$ cat src/hdl/evt_regs.svh
// register offsets, field positions, reset values and counts of the event status block
`ifndef EVT_REGS_SVH
`define EVT_REGS_SVH

// register offsets
`define OFS_CTRL 8'h12
`define OFS_MASK_A 8'h14
`define OFS_MASK_B 8'h15
`define OFS_MASK_C 8'h16
`define OFS_MASK_D 8'h17
`define OFS_RX_LEN_HIGH 8'h67
`define OFS_RX_EVT_A 8'h68
`define OFS_TX_EVT 8'h69
`define OFS_ALARM_EVT 8'h6A
`define OFS_MISC_EVT 8'h6B
`define OFS_GLOBAL 8'h6E

// control register fields
`define CTRL_SHOW_MASKED 0
`define CTRL_CHG_MODE 1

// rx_event_status_a fields
`define A_MSG_END 7
`define A_FRAME_START 6
`define A_SYNC_MISSING 5
`define A_MF_BEGIN 4
`define A_SIG_CHANGED 3
`define A_CHECKSUM_ERR 2
`define A_DENSITY 1
`define A_POOL_FULL 0

// tx_event_status fields, bit 0 reserved
`define B_SIG_EMPTY 7
`define B_OVERFLOW 6
`define B_ALL_SENT 5
`define B_UNDERRUN 4
`define B_MF_BEGIN 3
`define B_LINE_CHG 2
`define B_POOL_READY 1

// alarm_event_status fields
`define C_ALIGN_BACK 7
`define C_ALIGN_LOST 6
`define C_MF_BACK 5
`define C_MF_LOST 4
`define C_BLUE 3
`define C_NO_SIGNAL 2
`define C_REMOTE_CLR 1
`define C_REMOTE 0

// reset values
`define RST_STATUS 8'h00
`define RST_MASK 8'hFF

// counts
`define POOL_BYTES 32
`define FRAME_START_DELAY 2
`define SYNC_ONES 8
`define SYNC_SPAN 32
`define DENS_MAX_ZEROS 15
`define DENS_N 23
`define DENS_WINDOW (8 * (`DENS_N + 1))
`define MF_LEN_ESF 24
`define MF_LEN_F12 12
`define MF_LEN_F72 72
`define SIG_PERIOD_F72 12

`endif

$ cat src/hdl/evt_pkg.sv
// types of the event status block
package evt_pkg;
`include "evt_regs.svh"

   typedef enum logic [1:0] {
      FMT_ESF,
      FMT_F12,
      FMT_F72
   } frame_fmt_e;

   typedef struct packed {
      logic [7:0] st_a;
      logic [7:0] st_b;
      logic [7:0] st_c;
      logic [7:0] st_d;
      logic [7:0] msk_a;
      logic [7:0] msk_b;
      logic [7:0] msk_c;
      logic [7:0] msk_d;
      logic show_masked;
      logic chg_mode;
      logic [7:0] rdata;
      logic pd_prev;
      logic blue_prev;
      logic nosig_prev;
      logic lfa_prev;
      logic mfl_prev;
      logic rem_prev;
      logic open_prev;
      logic short_prev;
      logic sim_prev;
      logic space_prev;
      logic [4:0] zero_run;
      logic [`DENS_WINDOW-1:0] win;
      logic [7:0] ones;
      logic [7:0] fill;
      logic density_bad;
      logic [3:0] bom_run;
      logic [5:0] bom_bits;
      logic [5:0] rx_chunk;
      logic rfs_arm;
      logic [1:0] rfs_cnt;
      logic [6:0] tx_frame;
      logic [3:0] tx_sub;
      logic tx_hold;
      logic tx_abort;
   } state_s;

endpackage : evt_pkg

$ cat src/hdl/event_status.sv
// event latching, masking, clear-on-read status and interrupt of the framer link controller
//
// Function
// - reading any of the four status registers clears all its bits
// - with masked-visible set, masked events latch but raise neither interrupt nor pending
// - message end set when short message or final part plus status byte stored
// - frame start event two bytes after a valid frame start is detected
// - sync missing when no eight consecutive ones within 32 bits in message mode
// - rx multiframe begin set at each received multiframe start
// - signaling change only in sync when update differs; host reads in time
// - checksum error set when the six-bit check of last multiframe fails
// - density violation: over 15 zeros or under 23 ones in 192 bits
// - status-change mode reports density, blue and no-signal on every change
// - pool full set when 32 bytes of an unfinished frame are stored
// - signaling empty at tx multiframe start; every 12 frames in F72
// - overflow set as soon as receive data is lost
// - all sent set when last bit left and transmit queue empty
// - underrun aborts frame, holds transmitter until tx status read
// - tx multiframe begin set at each generated multiframe start
// - line change on rising line-open or any change of line-short
// - pool ready set when the transmit queue becomes able to take 32 bytes
// - alignment back on falling loss, or when simulation ends in sync
// - F12/F72: multiframe back on falling loss, lost on rising loss
// - alarm simulation forces loss, multiframe, blue, no-signal, remote events
// - remote alarm on rising status; cleared on fall or simulation end clear
// - global pending register shows which status registers hold unmasked events
`timescale 1ns/1ps
`include "evt_regs.svh"
module event_status
   import evt_pkg::*;
(
   // clock and reset
   input wire logic clock,
   input wire logic rst_n,
   // register port
   input wire logic [7:0] addr,
   input wire logic [7:0] wr_data,
   input wire logic wr_en,
   input wire logic rd_en,
   output logic [7:0] rd_data,
   output logic irq,
   // receive controller
   input wire logic rx_byte_wr,
   input wire logic rx_status_wr,
   input wire logic rx_frame_start_det,
   input wire logic rx_byte_lost,
   input wire logic [3:0] rx_frame_length_high,
   // receive bit stream
   input wire logic rx_bit,
   input wire logic rx_bit_en,
   input wire logic bom_active,
   output logic density_status,
   // framer
   input wire frame_fmt_e frame_format,
   input wire logic rx_mf_start,
   input wire logic rx_sig_update,
   input wire logic rx_sig_differs,
   input wire logic in_sync,
   input wire logic rx_crc_done,
   input wire logic rx_crc_fail,
   input wire logic frame_align_lost,
   input wire logic multiframe_loss,
   input wire logic blue_alarm,
   input wire logic no_signal_alarm,
   input wire logic remote_alarm_status,
   input wire logic alarm_sim,
   input wire logic [7:0] misc_events,
   // transmit controller
   input wire logic tx_frame_start,
   input wire logic tx_last_bit_out,
   input wire logic tx_fifo_empty,
   input wire logic tx_underrun_det,
   input wire logic tx_message_end_cmd,
   input wire logic tx_space_ok,
   input wire logic tx_line_open,
   input wire logic tx_line_short,
   output logic tx_hold,
   output logic tx_abort
);

   localparam state_s RST_STATE = '{
      msk_a: `RST_MASK, msk_b: `RST_MASK, msk_c: `RST_MASK, msk_d: `RST_MASK,
      default: '0
   };

   logic [1:0] rst_pipe;
   logic rst_sync_n;
   state_s q;
   state_s d;
   logic [7:0] set_a;
   logic [7:0] set_b;
   logic [7:0] set_c;
   logic [7:0] global_pending;
   logic rd_a;
   logic rd_b;
   logic rd_c;
   logic rd_d;
   logic sync_miss;
   logic [6:0] mf_len;

   // reset release through two flops, assertion stays asynchronous
   always_ff @(posedge clock or negedge rst_n) begin
      if (!rst_n) begin
         rst_pipe <= 2'h0;
      end else begin
         rst_pipe <= {rst_pipe[0], 1'b1};
      end
   end
   assign rst_sync_n = rst_pipe[1];

   // read strobes of the clear-on-read registers
   assign rd_a = rd_en && (addr == `OFS_RX_EVT_A);
   assign rd_b = rd_en && (addr == `OFS_TX_EVT);
   assign rd_c = rd_en && (addr == `OFS_ALARM_EVT);
   assign rd_d = rd_en && (addr == `OFS_MISC_EVT);

   assign global_pending = {4'h0, |(q.st_d & ~q.msk_d), |(q.st_c & ~q.msk_c),
                            |(q.st_b & ~q.msk_b), |(q.st_a & ~q.msk_a)};
   assign irq = |global_pending;
   assign rd_data = q.rdata;
   assign density_status = q.density_bad;
   assign tx_hold = q.tx_hold;
   assign tx_abort = q.tx_abort;

   // multiframe length by format
   always_comb begin
      case (frame_format)
         FMT_ESF: mf_len = 7'(`MF_LEN_ESF);
         FMT_F12: mf_len = 7'(`MF_LEN_F12);
         FMT_F72: mf_len = 7'(`MF_LEN_F72);
         default: mf_len = 7'(`MF_LEN_ESF);
      endcase
   end

   // next state
   always_comb begin
      d = q;
      set_a = 8'h00;
      set_b = 8'h00;
      set_c = 8'h00;
      sync_miss = 1'b0;
      d.tx_abort = 1'b0;

      // density check: zero run and sliding window
      if (rx_bit_en) begin
         d.win = {q.win[`DENS_WINDOW-2:0], rx_bit};
         d.ones = q.ones + 8'(rx_bit) - 8'(q.win[`DENS_WINDOW-1]);
         if (q.fill != 8'(`DENS_WINDOW)) begin
            d.fill = q.fill + 8'h01;
            d.ones = q.ones + 8'(rx_bit);
         end
         if (rx_bit) begin
            d.zero_run = 5'h00;
         end else if (q.zero_run <= 5'(`DENS_MAX_ZEROS)) begin
            d.zero_run = q.zero_run + 5'h01;
         end
      end
      d.density_bad = (d.zero_run > 5'(`DENS_MAX_ZEROS))
                      || ((d.fill == 8'(`DENS_WINDOW)) && (d.ones < 8'(`DENS_N)));

      // eight ones must show within each 32-bit span
      if (!bom_active) begin
         d.bom_run = 4'h0;
         d.bom_bits = 6'h00;
      end else if (rx_bit_en) begin
         d.bom_run = rx_bit ? q.bom_run + 4'h1 : 4'h0;
         d.bom_bits = q.bom_bits + 6'h01;
         if (d.bom_run == 4'(`SYNC_ONES)) begin
            d.bom_run = 4'h0;
            d.bom_bits = 6'h00;
         end else if (d.bom_bits == 6'(`SYNC_SPAN)) begin
            sync_miss = 1'b1;
            d.bom_bits = 6'h00;
         end
      end

      // message end once the trailing status byte is stored
      set_a[`A_MSG_END] = rx_status_wr;
      // pool full every 32 bytes of an unfinished frame
      if (rx_status_wr) begin
         d.rx_chunk = 6'h00;
      end else if (rx_byte_wr) begin
         d.rx_chunk = q.rx_chunk + 6'h01;
         if (q.rx_chunk == 6'(`POOL_BYTES - 1)) begin
            d.rx_chunk = 6'h00;
            set_a[`A_POOL_FULL] = 1'b1;
         end
      end
      // frame start delayed by two stored bytes
      if (rx_frame_start_det) begin
         d.rfs_arm = 1'b1;
         d.rfs_cnt = 2'h0;
      end else if (q.rfs_arm && rx_byte_wr) begin
         d.rfs_cnt = q.rfs_cnt + 2'h1;
         if (q.rfs_cnt == 2'(`FRAME_START_DELAY - 1)) begin
            d.rfs_arm = 1'b0;
            set_a[`A_FRAME_START] = 1'b1;
         end
      end
      set_a[`A_SYNC_MISSING] = sync_miss;
      set_a[`A_MF_BEGIN] = rx_mf_start;
      // signaling change only while in sync
      set_a[`A_SIG_CHANGED] = rx_sig_update && rx_sig_differs && in_sync;
      set_a[`A_CHECKSUM_ERR] = rx_crc_done && rx_crc_fail;
      // density event on rise, or any change in status-change mode
      d.pd_prev = q.density_bad;
      set_a[`A_DENSITY] = q.chg_mode ? (q.density_bad != q.pd_prev)
                                     : (q.density_bad && !q.pd_prev);

      // transmit multiframe and signaling refill timing
      if (tx_frame_start) begin
         d.tx_frame = (q.tx_frame + 7'h01 >= mf_len) ? 7'h00 : q.tx_frame + 7'h01;
         d.tx_sub = (q.tx_sub == 4'(`SIG_PERIOD_F72 - 1)) ? 4'h0 : q.tx_sub + 4'h1;
         set_b[`B_MF_BEGIN] = (q.tx_frame == 7'h00);
         set_b[`B_SIG_EMPTY] = (frame_format == FMT_F72) ? (q.tx_sub == 4'h0)
                                                         : (q.tx_frame == 7'h00);
      end
      // overflow as soon as data is lost
      set_b[`B_OVERFLOW] = rx_byte_lost;
      // all sent only with an empty queue
      set_b[`B_ALL_SENT] = tx_last_bit_out && tx_fifo_empty;
      // underrun without end command aborts and holds transmitter
      if (tx_underrun_det && !tx_message_end_cmd && !q.tx_hold) begin
         set_b[`B_UNDERRUN] = 1'b1;
         d.tx_abort = 1'b1;
      end
      // line open rising, line short any change
      d.open_prev = tx_line_open;
      d.short_prev = tx_line_short;
      set_b[`B_LINE_CHG] = (tx_line_open && !q.open_prev) || (tx_line_short != q.short_prev);
      // pool ready when space for a block appears
      d.space_prev = tx_space_ok;
      set_b[`B_POOL_READY] = tx_space_ok && !q.space_prev;

      // alarm edges
      d.lfa_prev = frame_align_lost;
      d.mfl_prev = multiframe_loss;
      d.blue_prev = blue_alarm;
      d.nosig_prev = no_signal_alarm;
      d.rem_prev = remote_alarm_status;
      d.sim_prev = alarm_sim;
      // alignment back on fall, or simulation end while synchronized
      set_c[`C_ALIGN_BACK] = (!frame_align_lost && q.lfa_prev)
                             || (!alarm_sim && q.sim_prev && !frame_align_lost);
      set_c[`C_ALIGN_LOST] = frame_align_lost && !q.lfa_prev;
      // multiframe edges only in F12 or F72
      if (frame_format != FMT_ESF) begin
         set_c[`C_MF_BACK] = !multiframe_loss && q.mfl_prev;
         set_c[`C_MF_LOST] = multiframe_loss && !q.mfl_prev;
      end
      // blue and no-signal follow status-change mode
      set_c[`C_BLUE] = q.chg_mode ? (blue_alarm != q.blue_prev) : (blue_alarm && !q.blue_prev);
      set_c[`C_NO_SIGNAL] = q.chg_mode ? (no_signal_alarm != q.nosig_prev)
                                       : (no_signal_alarm && !q.nosig_prev);
      // remote alarm rise, and cleared on fall or simulation end
      set_c[`C_REMOTE] = remote_alarm_status && !q.rem_prev;
      set_c[`C_REMOTE_CLR] = (!remote_alarm_status && q.rem_prev)
                             || (!alarm_sim && q.sim_prev && !remote_alarm_status);
      if (alarm_sim) begin
         set_c = set_c | 8'h7D;
      end

      // masked events latch only when masked-visible is on
      if (!q.show_masked) begin
         set_a = set_a & ~q.msk_a;
         set_b = set_b & ~q.msk_b;
         set_c = set_c & ~q.msk_c;
      end

      // clear on read; a set in the same cycle wins
      d.st_a = (rd_a ? 8'h00 : q.st_a) | set_a;
      d.st_b = (rd_b ? 8'h00 : q.st_b) | set_b;
      d.st_c = (rd_c ? 8'h00 : q.st_c) | set_c;
      d.st_d = (rd_d ? 8'h00 : q.st_d) | (misc_events & (q.show_masked ? 8'hFF : ~q.msk_d));

      // hold ends with a read of tx status; new underrun wins
      if (set_b[`B_UNDERRUN] || d.tx_abort) begin
         d.tx_hold = 1'b1;
      end else if (rd_b) begin
         d.tx_hold = 1'b0;
      end

      // register writes
      if (wr_en) begin
         case (addr)
            `OFS_CTRL: begin
               d.show_masked = wr_data[`CTRL_SHOW_MASKED];
               d.chg_mode = wr_data[`CTRL_CHG_MODE];
            end
            `OFS_MASK_A: d.msk_a = wr_data;
            `OFS_MASK_B: d.msk_b = wr_data;
            `OFS_MASK_C: d.msk_c = wr_data;
            `OFS_MASK_D: d.msk_d = wr_data;
            default: d.show_masked = q.show_masked;
         endcase
      end

      // read data, returned in the next cycle only
      d.rdata = 8'h00;
      if (rd_en) begin
         case (addr)
            `OFS_CTRL: d.rdata = {6'h00, q.chg_mode, q.show_masked};
            `OFS_MASK_A: d.rdata = q.msk_a;
            `OFS_MASK_B: d.rdata = q.msk_b;
            `OFS_MASK_C: d.rdata = q.msk_c;
            `OFS_MASK_D: d.rdata = q.msk_d;
            `OFS_RX_LEN_HIGH: d.rdata = {4'h0, rx_frame_length_high};
            `OFS_RX_EVT_A: d.rdata = q.st_a;
            `OFS_TX_EVT: d.rdata = q.st_b;
            `OFS_ALARM_EVT: d.rdata = q.st_c;
            `OFS_MISC_EVT: d.rdata = q.st_d;
            `OFS_GLOBAL: d.rdata = global_pending;
            default: d.rdata = 8'h00;
         endcase
      end
   end

   // state register
   always_ff @(posedge clock or negedge rst_sync_n) begin
      if (!rst_sync_n) begin
         q <= RST_STATE;
      end else begin
         q <= d;
      end
   end
endmodule : event_status

$ cat config.mk
export PLATFORM = sky130hd
export DESIGN_NAME = event_status
export DESIGN_NICKNAME = d
export VERILOG_FILES = /design/src/hdl/evt_pkg.sv /design/src/hdl/event_status.sv
export VERILOG_INCLUDE_DIRS = /design/src /design/src/hdl
export SDC_FILE = /design/constraint.sdc
export NUM_CORES = 1
export LEC_CHECK = 0
export ABC_CLOCK_PERIOD_IN_PS = 9300
export BUFFER_PORTS_ARGS = -buffer_cell sky130_fd_sc_hd__buf_2
export CAP_MARGIN = 30
export CORE_UTILIZATION = 55
export CTS_BUF_LIST = sky130_fd_sc_hd__clkbuf_4
export CTS_CLUSTER_DIAMETER = 150
export CTS_CLUSTER_SIZE = 14
export DETAILED_ROUTE_END_ITERATION = 10
export GPL_ROUTABILITY_DRIVEN = 0
export PLACE_DENSITY_LB_ADDON = 0.25
export SLEW_MARGIN = 20
export SYNTH_ARGS = -nofsm -noshare
export SYNTH_HDL_FRONTEND = slang
export SYNTH_SLANG_ARGS = --single-unit
$ cat constraint.sdc
create_clock -name clock -period 9.3 [get_ports clock]
set_input_delay 1.86 -clock clock [delete_from_list [all_inputs] [get_ports clock]]
set_output_delay 1.86 -clock clock [all_outputs]
set_load 0.005 [all_outputs]
== Yosys cells after proc, flatten, opt, wreduce, memory -nomap -nowiden ==
Cells that the tools add are included.

* Flip-flop bits (word level): 332
* Input bits: 61
* Output and inout bits: 12
* Logic and storage cells: 204

* Add/subtract/negate cells: 10
* Order comparisons: 4
* Eq/ne operators: 25
* Multiplexer cells: 50
* Bitwise gates (word level): 16
* Reductions and logical operators: 63

{| class="wikitable"
|+ Operators by type and width
! kind !! count
|-
| $mux 213 || 1
|-
| $pmux 8 s11 || 1
|-
| $mux 8 || 9
|-
| $and 8x8->8 || 8
|-
| $eq 8x7->1 const B || 6
|-
| $eq 8x5->1 const B || 5
|-
| $not 8->8 || 4
|-
| $or 8x8->8 || 4
|-
| $reduce_or 32->1 || 1
|-
| $reduce_or 8->1 || 4
|-
| $mux 6 || 5
|-
| $logic_and 1x1->1 || 26
|-
| $mux 1 || 20
|-
| $mux 10 || 2
|-
| $mux 16 || 1
|-
| $logic_not 1->1 || 14
|-
| $mux 7 || 2
|-
| $pmux 7 s2 || 1
|-
| $add 6x1->6 const B || 2
|-
| $mux 4 || 3
|-
| $reduce_and 2->1 || 6
|-
| $mux 5 || 2
|-
| $reduce_bool 2->1 || 5
|-
| $add 4x1->4 const B || 2
|-
| other kinds (24) || 34
|}

== Depth between registers and ports, before layout ==
* Depth after elaboration: 9
* Mapped depth: 11

== Worst setup path after synthesis ==
Ideal clock, no wire load.

* Path type: input port to flip-flop
* Start: input rx_bit
* End: register q (netlist bit density_status)
* Setup time: 0.104 ns
* Arrival: 3.908 ns
* Slack: 5.289 ns
* Stages: 10
* Buffers on the path: 1
* Cell sequence: ha_1 ha_1 buf_4 xnor2_1 nand4_2 mux2i_1 nand2_1 xnor2_1 or4_1 o41ai_2

{| class="wikitable"
|+ RTL lines
! what !! line !! text
|-
| start: declaration || event_status.sv:49 || <nowiki>input wire logic rx_bit,</nowiki>
|-
| end signal: assignment || event_status.sv:321 || <nowiki>q <= RST_STATE;</nowiki>
|-
| end signal: assignment || event_status.sv:323 || <nowiki>q <= d;</nowiki>
|-
| end: declaration || event_status.sv:88 || <nowiki>state_s q;</nowiki>
|}

== Worst setup path in the final report ==
* Start: register q[280] in the netlist's numbering
* End: output irq

* Longest elaborated chain between the ends: 3

{| class="wikitable"
|+ Ends and longest elaborated chain
! what !! line !! text
|-
| $not 8->8 || event_status.sv:117 || <nowiki>assign global_pending = {4'h0, |(q.st_d & ~q.msk_d), |(q.st_c & ~q.msk_c),</nowiki>
|-
| $and 8x8->8 || event_status.sv:117 ||
|-
| $reduce_or 32->1 || event_status.sv:119 || <nowiki>assign irq = |global_pending;</nowiki>
|-
| end: declaration || event_status.sv:41 || <nowiki>output logic irq,</nowiki>
|}

Every way passes these cells.

==> results summary <==
The estimated wirelength of the detail-placed design is approximately 17000 um. The routed layout has approximately 8.7k vias. The final critical path takes up roughly 46% of the cycle. Summed over all cells, the static leakage comes to 7.52 nW. TritonCTS built the clock tree. The post-route DRC violation count is 0. The post-layout total power came out at roughly 2.7 mW. The average wire per standard cell is about 16 um. The share of synthesized registers carrying an async set or reset is between 90% and 100%. The largest incremental delay on the critical path came out at 0.61 ns.

The total grt overflow is 0. The number of cell instances on the worst register-to-register path is 9. The clock passes through at most 3 buffers. For this design the ratio of total power to cell area is between 150 and 200 mW/mm^2. The cell sitting at the root of the clock tree is a clkbuf_4.

The arrival time reported for the critical path endpoint came out at 2.38 ns. The most used flip-flop cell after synthesis is dfrtp_1. From synthesis to final layout, the design area changed by 6.51%. The number of antenna violations at the first check in global routing came out at 1. The worst register-to-register path begins at q[41]. CTS built an H-tree with a depth of 1. The hold buffer count at CTS is 0. Timing analysis after detailed placement gives a worst setup slack of 4.92 ns. The buffers plus inverters on the worst setup path is 1. The tree built by TritonCTS fans out to 331 sinks. The number of search-and-repair iterations in the first detailed-routing pass came out at 6. The die footprint came out at approximately 0.027 sq mm. The Yosys step of the flow raised 0 warnings.

Once the clock tree was built, the resizer swapped 0 gates to a different size. The run finished with clean final reports. For this block, the initial DRC count from the detailed router was around 850.

STA classifies the critical path startpoint as a flip-flop. The fraction of met3 tracks used by global routing came out at 2.56%. The number of synthesized flops with an enable pin is 0. The synthesized flop and latch total came out at between 300 and 400. The nature of the critical path endpoint is an output port. The layer with the highest usage after global routing is met2. For this configuration, the core starts out at a cell density of 55.9%.

The via count of the first global-routing pass was roughly 8.4k. The number of buffers inserted by post-CTS setup repair is 0. For the pin with the worst max-slew slack, the measured transition is 0.967 ns. The setup slack of the critical path after layout is between 5 and 6 ns. The worst setup skew after layout came out at between 0.06 and 0.07 ns. The clock input transition at the sequential cells of the worst setup and hold paths came out at roughly 0.13 ns. On the critical path, the stage with the largest delay is an instance of dfstp_2. The net count of the finished layout is ~1.3k. The post-synthesis net count is around 1.2k. The site row count is 59.

The gate count after technology mapping came out at ~1.1k. The final layout contains routed wiring with a total length of 25100 um. Setup repair after global routing left no endpoint under its margin. The classification of the worst-slack hold path is reg -> async. The per-instance average area after synthesis is approximately 13 sq um. After synthesis, the netlist uses 65 different library cells. The post-synthesis sequential area ratio is between 50% and 60%. The global routing usage summed across all routing layers came out at a little under a fifth. Across the VDD grid, the largest voltage drop is approximately 0.12 mV. For this run, the number of standard cells in the final layout without fillers is roughly 1.5k. The area of the mapped netlist came out at ~0.015 sq mm.

The overall die width came out at approximately 160 um. The clock insertion delay at the later pin of the skew report came out at between 0.7 and 0.8 ns. The number of slew-limit violations in the final report came out at 0. The layout cell share with drive strength beyond 1 came out at about a third. Based on the critical path, the design can be clocked at up to 236 MHz.

The pin count of the biggest net entering global routing came out at 127. The time the final worst path needs with I/O delays and setup came out at approximately 4.2 ns. The total of buffers placed on input and output ports came out at 72. The count of pins on the block boundary came out at 73. The chip height came out at ~160 um.

The first-pass GRT wire length is about 42000 um. The total CTS buffers is 27. The tightest slew margin relative to the limit is 35.4%. The worst hold margin came out at 0.267 ns.

The number of maximum-capacitance violations is 0. In this run the register-to-register setup slack is approximately 6.6 ns. The final total negative setup slack came out at 0 ns. The critical path data required time is 7.44 ns. The highest fanout seen on the critical path came out at 4.

In the global route stage, met1 resource usage came out at 27.6%. The ratio of routed vias to standard cells is 5.66. The critical path goes through o22ai_1 > nor4_1 > nand4_1 > buf_2. The endpoint identified for the worst register-to-register timing path is density_status. Global routing used between 20% and 30% of the available met2 tracks.

The count of endpoints failing hold in the final timing report is 0. The number of routed nets with antenna violations is 0. Once placement completed, the tool counted placed cells totaling 1497. The setup-violating endpoint count in the final report came out at 0. The critical path start-end classification is reg -> out. The family with the most delay on the worst path is simple AND/OR/NAND/NOR gates. The area of the core came out at around 0.026 sq mm.
## cell usage after synthesis (12+ instances only)
cell | instances | share of area, %
o22ai_1 | 17 | 0.73
dfstp_2 | 32 | 5.8
mux2_2 | 231 | 18
ha_1 | 26 | 2.2
a22o_1 | 20 | 1.2
nand2_1 | 70 | 1.8
o21ai_0 | 33 | 1.1
a21o_1 | 15 | 0.77
a21oi_1 | 35 | 1.2
mux2i_1 | 17 | 1.2
inv_1 | 63 | 1.6
xnor2_1 | 17 | 1.0
nand3_1 | 22 | 0.76
dfrtp_1 | 299 | 51
clkbuf_1 | 40 | 1.0
xor2_1 | 12 | 0.72
nor2_1 | 38 | 0.98
## cell families (layout without fill, tap and decap cells)
kind of cell | Yosys count | in the layout | synth area share [%]
AO/OA/AOI/OAI | 166 | 166 | 7.67
XOR/XNOR | 29 | 29 | 1.75
adder cells (fa/ha/maj) | 26 | 26 | 2.24
buffers and inverters | 123 | 186 | 3.69
flip-flops | 331 | 331 | 57.3
multiplexers | 254 | 254 | 20.0
other | 1 | 3 | 0.0258
AND/OR/NAND/NOR | 210 | 210 | 7.35
## cell usage in the layout, fill, tap and decap left out, types with 3 or more instances in the layout
cell type  count
dfrtp_1      298
a221oi_1       4
a22oi_1        4
o22ai_1       17
nor2_1        38
nor3_1        11
mux2i_1       17
xnor2_1       17
nand2b_1       9
buf_2         71
mux2_2       231
nand3b_1       5
o21a_1         3
buf_4          6
a21oi_1       35
o21ai_0       33
mux4_2         6
nor4_1         9
and2_1         3
a311oi_1       3
a32o_1         4
nand4_1        7
dfstp_2       32
and3_1         6
nor2b_1        7
a22o_1        20
a21o_1        15
a31oi_1        9
a211oi_1       3
nand2_1       70
a222oi_1       4
nor3b_1        6
inv_1         63
nand3_1       22
xor2_1        12
clkbuf_4      37
ha_1          26
## state kept, by name, summed over array words and instances, names as in the netlist
register	cells
q	318
rd_data	8
tx_abort	1
density_status	1
rst_pipe	2
tx_hold	1
## cell type report
class	instances	area (sq um)
flip-flops and latches	331	8330
clock buffers	37	278
clock inverters	2	11.3
well taps	335	419
repair buffers	83	524
fillers	2146	10500
inverters	64	240
diodes	2	5.00
multi-input cells	686	5670
## metrics by stage
step | utilization [%] | cell area, sq um
after floorplan | - | 14500
after global placement | 58.0 | 15100
after detailed placement | 58.2 | 15100
after CTS | 59.4 | 15400
after global routing | 59.6 | 15500
final | 59.6 | 15500
## worst register-to-register path: stages, from the launching register on
cell and delay, ns:
dfrtp_1 0.41, ha_1 0.23, ha_1 0.30, xnor2_1 0.27, nand4_2 0.19, mux2i_1 0.19, nand2_1 0.08, xnor2_1 0.17
or4_1 0.54, o41ai_2 0.28
## metal layers
layer	part of all wire, %	vias to the layer above
li1	-	4124
met1	47	4333
met2	45	207
met3	4.8	48
met4	2.8	0
met5	0	-
## power by group
part / total [mW] / internal [mW] / switching, mW
sequential: 1.68 / 1.57 / 0.114
combinational: 0.407 / 0.204 / 0.204
clock: 0.605 / 0.181 / 0.424
total: 2.69 / 1.95 / 0.741
## how the worst max path moves through the flow
stage	from	to	cells after the start	slack (ns)
2_1_floorplan	rst_pipe[1]	density_status	0	3.92
3_3_place_gp	rx_bit	density_status	10	4.96
3_5_place_dp	rx_bit	density_status	10	4.92
4_1_cts	q[280]	irq	4	5.08
5_1_grt	q[275]	irq	4	5.00
6_report	q[280]	irq	4	5.06
(Power assumes the default switching activity.)
